`src/core/pwmceb_pkg.sv`:
```
// Package with register map, field positions and modes of the PWM control and blanking block
package pwmceb_pkg;
  localparam int ADDR_W = 4;
  localparam int DATA_W = 16;
  localparam int CNT_W = 16;
  localparam int SRC_W = 16;
  localparam logic [ADDR_W-1:0] OFS_GEN_CTRL = 4'h0;
  localparam logic [ADDR_W-1:0] OFS_BLANK_CTRL = 4'h1;
  localparam logic [ADDR_W-1:0] OFS_AUX_CTRL = 4'h2;
  localparam logic [ADDR_W-1:0] OFS_PERIOD = 4'h3;
  localparam logic [ADDR_W-1:0] OFS_DUTY = 4'h4;
  localparam logic [ADDR_W-1:0] OFS_PHASE = 4'h5;
  localparam logic [ADDR_W-1:0] OFS_DEAD = 4'h6;
  localparam logic [ADDR_W-1:0] OFS_BLANK_LEN = 4'h7;
  localparam logic [ADDR_W-1:0] OFS_IRQ_STAT = 4'h8;
  localparam logic [ADDR_W-1:0] OFS_IRQ_MASK = 4'h9;
  localparam logic [ADDR_W-1:0] OFS_STATUS = 4'ha;
  localparam logic [DATA_W-1:0] RST_VAL = 16'h0000;
  localparam logic [DATA_W-1:0] GEN_CTRL_MASK = 16'h82cf;
  localparam logic [DATA_W-1:0] BLANK_CTRL_MASK = 16'hfc3f;
  localparam logic [DATA_W-1:0] AUX_CTRL_MASK = 16'h000f;
  // Generator control fields
  localparam int B_IUE = 0;
  localparam int B_EXTERNAL_PERIOD_RESET_CTL = 1;
  localparam int B_CAM = 2;
  localparam int B_TIME_BASE_SOURCE_SEL = 3;
  localparam int B_DTC_LO = 6;
  localparam int B_ITB = 9;
  localparam int B_ENABLE = 15;
  // Blanking control fields
  localparam int B_BPLL = 0;
  localparam int B_BPLH = 1;
  localparam int B_BLANK_WHILE_HIGH_OUT_LOW = 2;
  localparam int B_BLANK_WHILE_HIGH_OUT_HIGH = 3;
  localparam int B_BCL = 4;
  localparam int B_BCH = 5;
  localparam int B_CLLEB = 10;
  localparam int B_FLTLEB = 11;
  localparam int B_PLF = 12;
  localparam int B_PLR = 13;
  localparam int B_PHF = 14;
  localparam int B_PHR = 15;
  // Interrupt status bits
  localparam int IRQ_W = 4;
  localparam int I_PERIOD = 0;
  localparam int I_FAULT = 1;
  localparam int I_CURLIM = 2;
  localparam int I_XRESET = 3;
  localparam int CENTER_LSB = 3;
  localparam logic [CNT_W-1:0] CNT_ONE = 16'h0001;
  typedef enum logic [1:0] {
    PWMCEB_DT_POS = 2'b00,
    PWMCEB_DT_NEG = 2'b01,
    PWMCEB_DT_OFF = 2'b10,
    PWMCEB_DT_RSV = 2'b11
  } pwmceb_dt_t;
endpackage : pwmceb_pkg

```
`src/core/pwmceb_blank_if.sv`:
```
// Interface between generator core and blanking unit
`timescale 1ns/1ps
interface pwmceb_blank_if;
  logic high_out;
  logic low_out;
  logic [15:0] blank_ctrl;
  logic [15:0] blank_len;
  logic blank_sel_level;
  logic fault_raw;
  logic curlim_raw;
  logic fault_q;
  logic curlim_q;
  modport core (output high_out, output low_out, output blank_ctrl, output blank_len, output blank_sel_level,
                output fault_raw, output curlim_raw, input fault_q, input curlim_q);
  modport blank (input high_out, input low_out, input blank_ctrl, input blank_len, input blank_sel_level,
                 input fault_raw, input curlim_raw, output fault_q, output curlim_q);
endinterface : pwmceb_blank_if

```
`src/core/pwmceb_blank.sv`:
```
// Leading-edge blanking unit that qualifies fault and current-limit inputs
`timescale 1ns/1ps
module pwmceb_blank
  import pwmceb_pkg::*;
(
  input wire logic ref_clk_in,
  input wire logic rst_in,
  pwmceb_blank_if.blank bi
);
  typedef struct packed {
    logic hi_d;
    logic lo_d;
    logic [CNT_W-1:0] cnt;
  } pwmceb_blank_st_t;
  pwmceb_blank_st_t st_reg, st_next;
  logic trig;
  logic blank;
  logic [15:0] c;
  always_comb begin
    c = bi.blank_ctrl;
    st_next = st_reg;
    st_next.hi_d = bi.high_out;
    st_next.lo_d = bi.low_out;
    trig = (c[B_PHR] && bi.high_out && !st_reg.hi_d) ||
           (c[B_PHF] && !bi.high_out && st_reg.hi_d) ||
           (c[B_PLR] && bi.low_out && !st_reg.lo_d) ||
           (c[B_PLF] && !bi.low_out && st_reg.lo_d);
    if (trig) begin
      st_next.cnt = bi.blank_len;
    end else if (st_reg.cnt != '0) begin
      st_next.cnt = st_reg.cnt - CNT_ONE;
    end
    blank = (st_reg.cnt != '0) ||
            (c[B_BCH] && bi.blank_sel_level) || (c[B_BCL] && !bi.blank_sel_level) ||
            (c[B_BLANK_WHILE_HIGH_OUT_HIGH] && bi.high_out) || (c[B_BLANK_WHILE_HIGH_OUT_LOW] && !bi.high_out) ||
            (c[B_BPLH] && bi.low_out) || (c[B_BPLL] && !bi.low_out);
    bi.fault_q = bi.fault_raw && !(c[B_FLTLEB] && blank);
    bi.curlim_q = bi.curlim_raw && !(c[B_CLLEB] && blank);
  end
  always_ff @(posedge ref_clk_in) begin
    if (rst_in) begin
      st_reg <= '0;
    end else begin
      st_reg <= st_next;
    end
  end
endmodule : pwmceb_blank

```
`src/core/pwmceb_top.sv`:
```
// PWM generator with mode control, dead time, update control, blanking and interrupts
// How it works
// - Dead-time select gives positive dead time at 00, negative in complementary mode at 01, none at 10, 11 reserved.
// - Time base select set takes sync and clock enable from the secondary master base, clear from the primary.
// - Centre-align enable set gives an up/down centre-aligned waveform, clear an edge-aligned one.
// - Centre-align enable only counts when independent time base is set, otherwise operation stays edge aligned.
// - External period reset set with independent time base and current-limit mode off lets an active current limit restart the time base.
// - Immediate update set makes duty, phase, dead time and period writes active at once, else at period end or at once while the generator is disabled.
// - Centre-aligned operation ignores the three low bits of duty, phase and dead time.
// - Four enables let rising or falling edges of the high or low output start the blanking counter.
// - Blank-on-high and blank-on-low qualifiers blank the inputs while the selected blanking signal is high or low.
// - The blanking signal is picked by a four-bit source select field of the auxiliary control register.
`timescale 1ns/1ps
module pwmceb_top
  import pwmceb_pkg::*;
(
  input wire logic ref_clk_in,
  input wire logic rst_in,
  input wire logic [ADDR_W-1:0] addr_in,
  input wire logic [DATA_W-1:0] wdata_in,
  input wire logic wr_in,
  input wire logic rd_in,
  output logic [DATA_W-1:0] rdata_out,
  input wire logic primary_tick_in,
  input wire logic primary_sync_in,
  input wire logic secondary_tick_in,
  input wire logic secondary_sync_in,
  input wire logic current_limit_mode_in,
  input wire logic fault_pin_in,
  input wire logic curlim_pin_in,
  input wire logic [SRC_W-1:0] blank_sources_in,
  output logic high_side_output_out,
  output logic low_side_output_out,
  output logic fault_out,
  output logic curlim_out,
  output logic irq_out
);
  typedef struct packed {
    logic [DATA_W-1:0] gen_ctrl;
    logic [DATA_W-1:0] blank_ctrl;
    logic [DATA_W-1:0] aux_ctrl;
    logic [DATA_W-1:0] period_buf;
    logic [DATA_W-1:0] duty_buf;
    logic [DATA_W-1:0] phase_buf;
    logic [DATA_W-1:0] dead_buf;
    logic [DATA_W-1:0] blank_len;
    logic [DATA_W-1:0] period_act;
    logic [DATA_W-1:0] duty_act;
    logic [DATA_W-1:0] phase_act;
    logic [DATA_W-1:0] dead_act;
    logic [CNT_W-1:0] tb_cnt;
    logic down;
    logic [CNT_W-1:0] dt_cnt;
    logic raw_d;
    logic high_q;
    logic low_q;
    logic [IRQ_W-1:0] irq_stat;
    logic [IRQ_W-1:0] irq_mask;
    logic [DATA_W-1:0] rdata;
    logic [1:0] flt_sync;
    logic [1:0] cl_sync;
    logic [SRC_W-1:0] src_s1;
    logic [SRC_W-1:0] src_s2;
  } pwmceb_st_t;
  pwmceb_st_t st_reg, st_next;
  pwmceb_blank_if bif();
  logic tick;
  logic sync;
  logic independent_time_base;
  logic center;
  logic xreset;
  logic period_end;
  logic raw;
  logic [DATA_W-1:0] duty_e;
  logic [DATA_W-1:0] dead_e;
  logic [IRQ_W-1:0] ev;
  pwmceb_dt_t dtm;
  // Clears the low bits that centre-aligned operation ignores
  function automatic logic [DATA_W-1:0] coarse(input logic [DATA_W-1:0] v, input logic ca);
    coarse = ca ? {v[DATA_W-1:CENTER_LSB], {CENTER_LSB{1'b0}}} : v;
  endfunction : coarse
  pwmceb_blank u_blank (
    .ref_clk_in(ref_clk_in),
    .rst_in(rst_in),
    .bi(bif)
  );
  assign bif.high_out = st_reg.high_q;
  assign bif.low_out = st_reg.low_q;
  assign bif.blank_ctrl = st_reg.blank_ctrl;
  assign bif.blank_len = st_reg.blank_len;
  assign bif.blank_sel_level = st_reg.src_s2[st_reg.aux_ctrl[3:0]];
  assign bif.fault_raw = st_reg.flt_sync[1];
  assign bif.curlim_raw = st_reg.cl_sync[1];
  always_comb begin
    st_next = st_reg;
    st_next.flt_sync = {st_reg.flt_sync[0], fault_pin_in};
    st_next.cl_sync = {st_reg.cl_sync[0], curlim_pin_in};
    st_next.src_s1 = blank_sources_in;
    st_next.src_s2 = st_reg.src_s1;
    independent_time_base = st_reg.gen_ctrl[B_ITB];
    center = independent_time_base && st_reg.gen_ctrl[B_CAM];
    tick = st_reg.gen_ctrl[B_TIME_BASE_SOURCE_SEL] ? secondary_tick_in : primary_tick_in;
    sync = st_reg.gen_ctrl[B_TIME_BASE_SOURCE_SEL] ? secondary_sync_in : primary_sync_in;
    // Current-limit mode must be off for the external restart to act
    xreset = st_reg.gen_ctrl[B_EXTERNAL_PERIOD_RESET_CTL] && independent_time_base && !current_limit_mode_in && bif.curlim_q;
    duty_e = coarse(st_reg.duty_act, center);
    dead_e = coarse(st_reg.dead_act, center);
    period_end = 1'b0;
    ev = '0;
    if (st_reg.gen_ctrl[B_ENABLE] && tick) begin
      if (xreset) begin
        st_next.tb_cnt = coarse(st_reg.phase_act, center);
        st_next.down = 1'b0;
        ev[I_XRESET] = 1'b1;
      end else if (!independent_time_base && sync) begin
        st_next.tb_cnt = coarse(st_reg.phase_act, center);
        st_next.down = 1'b0;
        period_end = 1'b1;
      end else if (center) begin
        if (!st_reg.down && st_reg.tb_cnt >= st_reg.period_act) begin
          st_next.down = 1'b1;
          st_next.tb_cnt = st_reg.tb_cnt - CNT_ONE;
        end else if (st_reg.down && st_reg.tb_cnt == '0) begin
          st_next.down = 1'b0;
          st_next.tb_cnt = CNT_ONE;
          period_end = 1'b1;
        end else begin
          st_next.tb_cnt = st_reg.down ? st_reg.tb_cnt - CNT_ONE : st_reg.tb_cnt + CNT_ONE;
        end
      end else if (st_reg.tb_cnt >= st_reg.period_act) begin
        st_next.tb_cnt = '0;
        st_next.down = 1'b0;
        period_end = 1'b1;
      end else begin
        st_next.tb_cnt = st_reg.tb_cnt + CNT_ONE;
      end
    end
    raw = st_reg.gen_ctrl[B_ENABLE] && (st_reg.tb_cnt < duty_e);
    dtm = pwmceb_dt_t'(st_reg.gen_ctrl[B_DTC_LO+1:B_DTC_LO]);
    st_next.raw_d = raw;
    if (raw != st_reg.raw_d) begin
      st_next.dt_cnt = dead_e;
    end else if (st_reg.dt_cnt != '0 && tick) begin
      st_next.dt_cnt = st_reg.dt_cnt - CNT_ONE;
    end
    case (dtm)
      PWMCEB_DT_POS: begin
        // Each output waits for the dead time after its own turn-on edge
        st_next.high_q = raw && (st_reg.raw_d && st_reg.dt_cnt == '0) && dead_e != '0 || raw && dead_e == '0;
        st_next.low_q = st_reg.gen_ctrl[B_ENABLE] && !raw &&
                        ((!st_reg.raw_d && st_reg.dt_cnt == '0) || dead_e == '0);
      end
      PWMCEB_DT_NEG: begin
        // Outputs overlap by the dead time after each edge
        st_next.high_q = raw || (st_reg.raw_d != raw ? 1'b0 : 1'b0) || (!raw && st_reg.dt_cnt != '0);
        st_next.low_q = st_reg.gen_ctrl[B_ENABLE] && (!raw || st_reg.dt_cnt != '0);
      end
      PWMCEB_DT_OFF: begin
        st_next.high_q = raw;
        st_next.low_q = st_reg.gen_ctrl[B_ENABLE] && !raw;
      end
      default: begin
        st_next.high_q = 1'b0;
        st_next.low_q = 1'b0;
      end
    endcase
    if (st_reg.gen_ctrl[B_IUE] || period_end || !st_reg.gen_ctrl[B_ENABLE]) begin
      st_next.period_act = st_reg.period_buf;
      st_next.duty_act = st_reg.duty_buf;
      st_next.phase_act = st_reg.phase_buf;
      st_next.dead_act = st_reg.dead_buf;
    end
    ev[I_PERIOD] = period_end;
    ev[I_FAULT] = bif.fault_q;
    ev[I_CURLIM] = bif.curlim_q;
    st_next.rdata = '0;
    if (rd_in) begin
      case (addr_in)
        OFS_GEN_CTRL: st_next.rdata = st_reg.gen_ctrl;
        OFS_BLANK_CTRL: st_next.rdata = st_reg.blank_ctrl;
        OFS_AUX_CTRL: st_next.rdata = st_reg.aux_ctrl;
        OFS_PERIOD: st_next.rdata = st_reg.period_buf;
        OFS_DUTY: st_next.rdata = st_reg.duty_buf;
        OFS_PHASE: st_next.rdata = st_reg.phase_buf;
        OFS_DEAD: st_next.rdata = st_reg.dead_buf;
        OFS_BLANK_LEN: st_next.rdata = st_reg.blank_len;
        OFS_IRQ_STAT: st_next.rdata = {12'h000, st_reg.irq_stat};
        OFS_IRQ_MASK: st_next.rdata = {12'h000, st_reg.irq_mask};
        OFS_STATUS: st_next.rdata = st_reg.tb_cnt;
        default: st_next.rdata = '0;
      endcase
    end
    if (wr_in) begin
      case (addr_in)
        OFS_GEN_CTRL: st_next.gen_ctrl = wdata_in & GEN_CTRL_MASK;
        OFS_BLANK_CTRL: st_next.blank_ctrl = wdata_in & BLANK_CTRL_MASK;
        OFS_AUX_CTRL: st_next.aux_ctrl = wdata_in & AUX_CTRL_MASK;
        OFS_PERIOD: st_next.period_buf = wdata_in;
        OFS_DUTY: st_next.duty_buf = wdata_in;
        OFS_PHASE: st_next.phase_buf = wdata_in;
        OFS_DEAD: st_next.dead_buf = wdata_in;
        OFS_BLANK_LEN: st_next.blank_len = wdata_in;
        OFS_IRQ_MASK: st_next.irq_mask = wdata_in[IRQ_W-1:0];
        default: begin
        end
      endcase
    end
    // Write one clears, a new event in the same cycle wins
    if (wr_in && addr_in == OFS_IRQ_STAT) begin
      st_next.irq_stat = (st_reg.irq_stat & ~wdata_in[IRQ_W-1:0]) | ev;
    end else begin
      st_next.irq_stat = st_reg.irq_stat | ev;
    end
  end
  always_ff @(posedge ref_clk_in) begin
    if (rst_in) begin
      st_reg <= '0;
    end else begin
      st_reg <= st_next;
    end
  end
  assign rdata_out = st_reg.rdata;
  assign high_side_output_out = st_reg.high_q;
  assign low_side_output_out = st_reg.low_q;
  assign fault_out = bif.fault_q;
  assign curlim_out = bif.curlim_q;
  assign irq_out = |(st_reg.irq_stat & st_reg.irq_mask);
endmodule : pwmceb_top

```
`config.mk`:
```
export PLATFORM = sky130hd
export DESIGN_NAME = pwmceb_top
export DESIGN_NICKNAME = d
export VERILOG_FILES = /design/src/core/pwmceb_pkg.sv /design/src/core/pwmceb_blank_if.sv /design/src/core/pwmceb_blank.sv /design/src/core/pwmceb_top.sv
export SDC_FILE = /design/constraint.sdc
export NUM_CORES = 1
export LEC_CHECK = 0
export BUFFER_PORTS_ARGS = -buffer_cell sky130_fd_sc_hd__buf_2
export CAP_MARGIN = 5
export CORE_MARGIN = 8
export CORE_UTILIZATION = 47
export DETAILED_ROUTE_END_ITERATION = 10
export GPL_TIMING_DRIVEN = 0
export PLACE_DENSITY_LB_ADDON = 0.15
export SYNTH_ARGS = -nofsm -noshare
export SYNTH_HDL_FRONTEND = slang
export SYNTH_SLANG_ARGS = --single-unit
```
`constraint.sdc`:
```
create_clock -name ref_clk_in -period 9.2 [get_ports ref_clk_in]
set_input_delay 1.84 -clock ref_clk_in [delete_from_list [all_inputs] [get_ports ref_clk_in]]
set_output_delay 1.84 -clock ref_clk_in [all_outputs]
set_load 0.05 [all_outputs]
```
==> summary.json <==
{
  "place": {
    "dp_hpwl_um": 36800,
    "finalWeightedCongestion": 0.993,
    "place_inst": 2169,
    "place.port_buffers": 61,
    "postPlaceCellArea_sq_mm": 0.0148
  },
  "drt": {
    "detail_route.drc_violations": 0,
    "ant_nets": 0,
    "route.final.wire_length_um": 48300,
    "post_drt_wl_per_cell_um": 21.7,
    "vias": 13000,
    "post_drt_via_cell_ratio": 5.86,
    "drt_iter0_markers": 1317,
    "first_pass_iters": 8
  },
  "timing": {
    "worstMarginPinSlew_ns": 1.21,
    "final_period_minus_worst_setup_slack_ns": 4.86,
    "finalHoldViolations": 0,
    "grt_setup_unrepaired": "no",
    "setup_tns_ns": 0,
    "final_period_utilization": 0.528,
    "slew_violations": 0,
    "skew_ns": 0.0288,
    "finalSetupViolations": 0,
    "slew_headroom": 0.186,
    "max_clock_freq_mhz": 206
  },
  "clock_tree": {
    "ctsRootBufferMaster": "sky130_fd_sc_hd__clkbuf_16",
    "tritoncts": "built",
    "clock_sinks": 282,
    "max-clock-path-buffers": 3,
    "clkSlewWorstSetupHoldPaths_ns": 0.06,
    "cts_inserted_buffers": 29,
    "postCtsHoldBufs": 0,
    "cts_resized": 0,
    "clock_latency_at_the_later_pin_of_the_worst_skew_pair_ns": 0.57,
    "cts.repair_timing.setup_buffer_count": 0,
    "cts_htree_levels": 1
  },
  "grt": {
    "globalRouteTotalUtil": 0.263,
    "grt_first_pass_wirelength_um": 73900,
    "grt_start_max_net_pins": 15,
    "first_global_vias": 12600,
    "antenna_found_initial": 0,
    "grt_overflow_total": 0
  },
  "finish": {
    "antenna-diode-count": 0,
    "design_area_sq_mm": 0.0158,
    "design.final.nets": 1893,
    "layout-drive-gt1-share": 0.0846,
    "layout_area_overhead_pct": 12.7,
    "fill_cells": 2887,
    "largest_reg_flops": 195,
    "final_cell_count_no_fill": 2222
  },
  "logic_synthesis": {
    "async_reset_ff_frac": 0,
    "post_synth_instance_area_sq_mm": 0.0140,
    "synth_enable_flop_cells": 0,
    "ys_top_cells_by_area": "sky130_fd_sc_hd__dfxtp_1 (40%), sky130_fd_sc_hd__nand2_1 (11%), sky130_fd_sc_hd__mux2i_1 (7.2%), sky130_fd_sc_hd__a21oi_1 (4.9%), sky130_fd_sc_hd__ha_1 (3.2%)",
    "synthDistinctLibCells": 76,
    "syn_area_per_cell_sq_um": 8.14,
    "synthMostInstantiatedCell": "sky130_fd_sc_hd__nand2_1",
    "synthTopCellsByCount": "sky130_fd_sc_hd__nand2_1 (412), sky130_fd_sc_hd__dfxtp_1 (282), sky130_fd_sc_hd__a21oi_1 (138)",
    "mappedNetlistNets": 1801,
    "synth_top_flop_cell": "sky130_fd_sc_hd__dfxtp_1",
    "number_of_register_bits_inferred_by_synthesis": 282,
    "ys_warn_count": 0,
    "synth_largest_type_area_fraction": 0.404,
    "proportion_of_synthesized_chip_area_in_sequential_cells": 0.404,
    "postSynthCellCount": 1718,
    "yosys.area.top_type": "sky130_fd_sc_hd__dfxtp_1"
  },
  "worst_setup_path": {
    "worstSetupEndpointType": "output port",
    "crit_path_cell_trace": "or4_4 > nor4_4 > nand2_2 > a2111oi_4 > o21a_1 > buf_2",
    "r2r.worst_path.cells": 13,
    "crit_required_ns": 7.36,
    "highest_delay_cell_along_the_critical_path": "sky130_fd_sc_hd__or4_4",
    "worst-endpoint-arrival_ns": 3.02,
    "critPathKind": "flop to output port",
    "number_of_buffers_and_inverters_on_the_critical_path": 1,
    "path_delay_family": "simple AND/OR/NAND/NOR gates",
    "rrSetupSlack_ns": 4.51,
    "cp_slowest_stage_delay_ns": 0.59,
    "worst-path-stages": 6,
    "critical_path_peak_fanout": 5,
    "startpoint_kind_of_the_worst_setup_timing_path": "flop"
  },
  "pwr": {
    "p_total_uw": 2980,
    "seq_power_share": 0.441,
    "cell_internal_pwr_uw": 2160,
    "p_leak_uw": 0.00548,
    "power.clock.fraction": 0.408,
    "share_comb_of_total_power": 0.151,
    "switching_share": 0.275,
    "power.ir.vdd_worst_uv": 172,
    "p_switching_uw": 820,
    "powerDensity_mw_per_mm2": 189
  },
  "worst_hold_path": {
    "hold-path-cell-count": 1,
    "worstHoldPathType": "flop to flop"
  },
  "floorplan": {
    "rows": 63,
    "initial_utilization": 0.474,
    "dieWidth_um": 189,
    "ioPinCount": 68,
    "chipHeight_um": 189,
    "die-area_sq_mm": 0.0355,
    "placeableCoreArea_sq_mm": 0.0295
  },
  "run_status": {
    "status": "finished clean"
  },
  "flow_run": {
    "cap_violations": 0
  }
}
per-layer routing:
layer  vias to the layer above  share of wire  track usage
li1                       6145              -            -
met1                      6188           0.42        0.339
met2                       584           0.46        0.436
met3                       100          0.080       0.0425
met4                         0          0.036        0.100
met5                         -              0            0
stage by stage:
stage	setup slack, ns	hold WS, ns	util
after CTS	4.31	0.436	0.535
after floorplan	5.33	0.414	-
after detailed placement	4.60	0.421	0.501
final	4.34	0.432	0.535
after global placement	4.60	0.420	0.501
after global routing	4.23	0.451	0.535
area by class of cell:
| cell class | count | area, sq um | share of cell area |
|---|---|---|---|
| Clock inverter | 17 | 195 | 0.0124 |
| Multi-Input combinational cell | 1248 | 7470 | 0.474 |
| Sequential cell | 282 | 5650 | 0.358 |
| Tap cell | 390 | 488 | 0.0310 |
| Timing Repair Buffer | 61 | 305 | 0.0194 |
| Inverter | 51 | 191 | 0.0121 |
| Clock buffer | 36 | 782 | 0.0496 |
| Buffer | 137 | 686 | 0.0435 |
cell families after synthesis:
logic type | synth area share
flip-flops | 0.404
AND/OR/NAND/NOR | 0.226
adder cells (fa/ha/maj) | 0.0322
AO/OA/AOI/OAI | 0.163
XOR/XNOR | 0.0344
multiplexers | 0.0780
buffers and inverters | 0.0627
power groups by stage:
stage | logic (uW) | registers [uW] | clock network (uW)
finish | 450 | 1310 | 1220
global route | 495 | 1320 | 1280
CTS | 448 | 1310 | 1230
detailed placement | 445 | 1340 | 0
global placement | 438 | 1340 | 0
floorplan | 332 | 1330 | 0
placed cells by master, fill, tap and decap left out, types with 13 or more instances in the layout:
cell / n
sky130_fd_sc_hd__nor2b_1: 47
sky130_fd_sc_hd__xnor2_1: 35
sky130_fd_sc_hd__xor2_1: 20
sky130_fd_sc_hd__nand3_1: 53
sky130_fd_sc_hd__a31oi_1: 21
sky130_fd_sc_hd__nor2_1: 74
sky130_fd_sc_hd__mux2i_1: 100
sky130_fd_sc_hd__dfxtp_1: 282
sky130_fd_sc_hd__a21oi_1: 138
sky130_fd_sc_hd__clkbuf_16: 29
sky130_fd_sc_hd__a211oi_1: 13
sky130_fd_sc_hd__clkbuf_1: 110
sky130_fd_sc_hd__buf_2: 66
sky130_fd_sc_hd__a22oi_1: 41
sky130_fd_sc_hd__nor3_1: 35
sky130_fd_sc_hd__buf_4: 16
sky130_fd_sc_hd__nor4_1: 17
sky130_fd_sc_hd__o21ai_0: 26
sky130_fd_sc_hd__nand4_1: 15
sky130_fd_sc_hd__ha_1: 36
sky130_fd_sc_hd__nand2_1: 412
sky130_fd_sc_hd__inv_1: 51
path summary, 6_finish.rpt:
path | startpoint | end
setup / recovery | u_blank.st_reg[7] | fault_out
hold / removal | st_next[13] | st_reg[13]
setup reg to reg | independent_time_base | st_reg[78]
hold reg to reg | st_next[13] | st_reg[13]
Power figures use the tool's default switching activity.
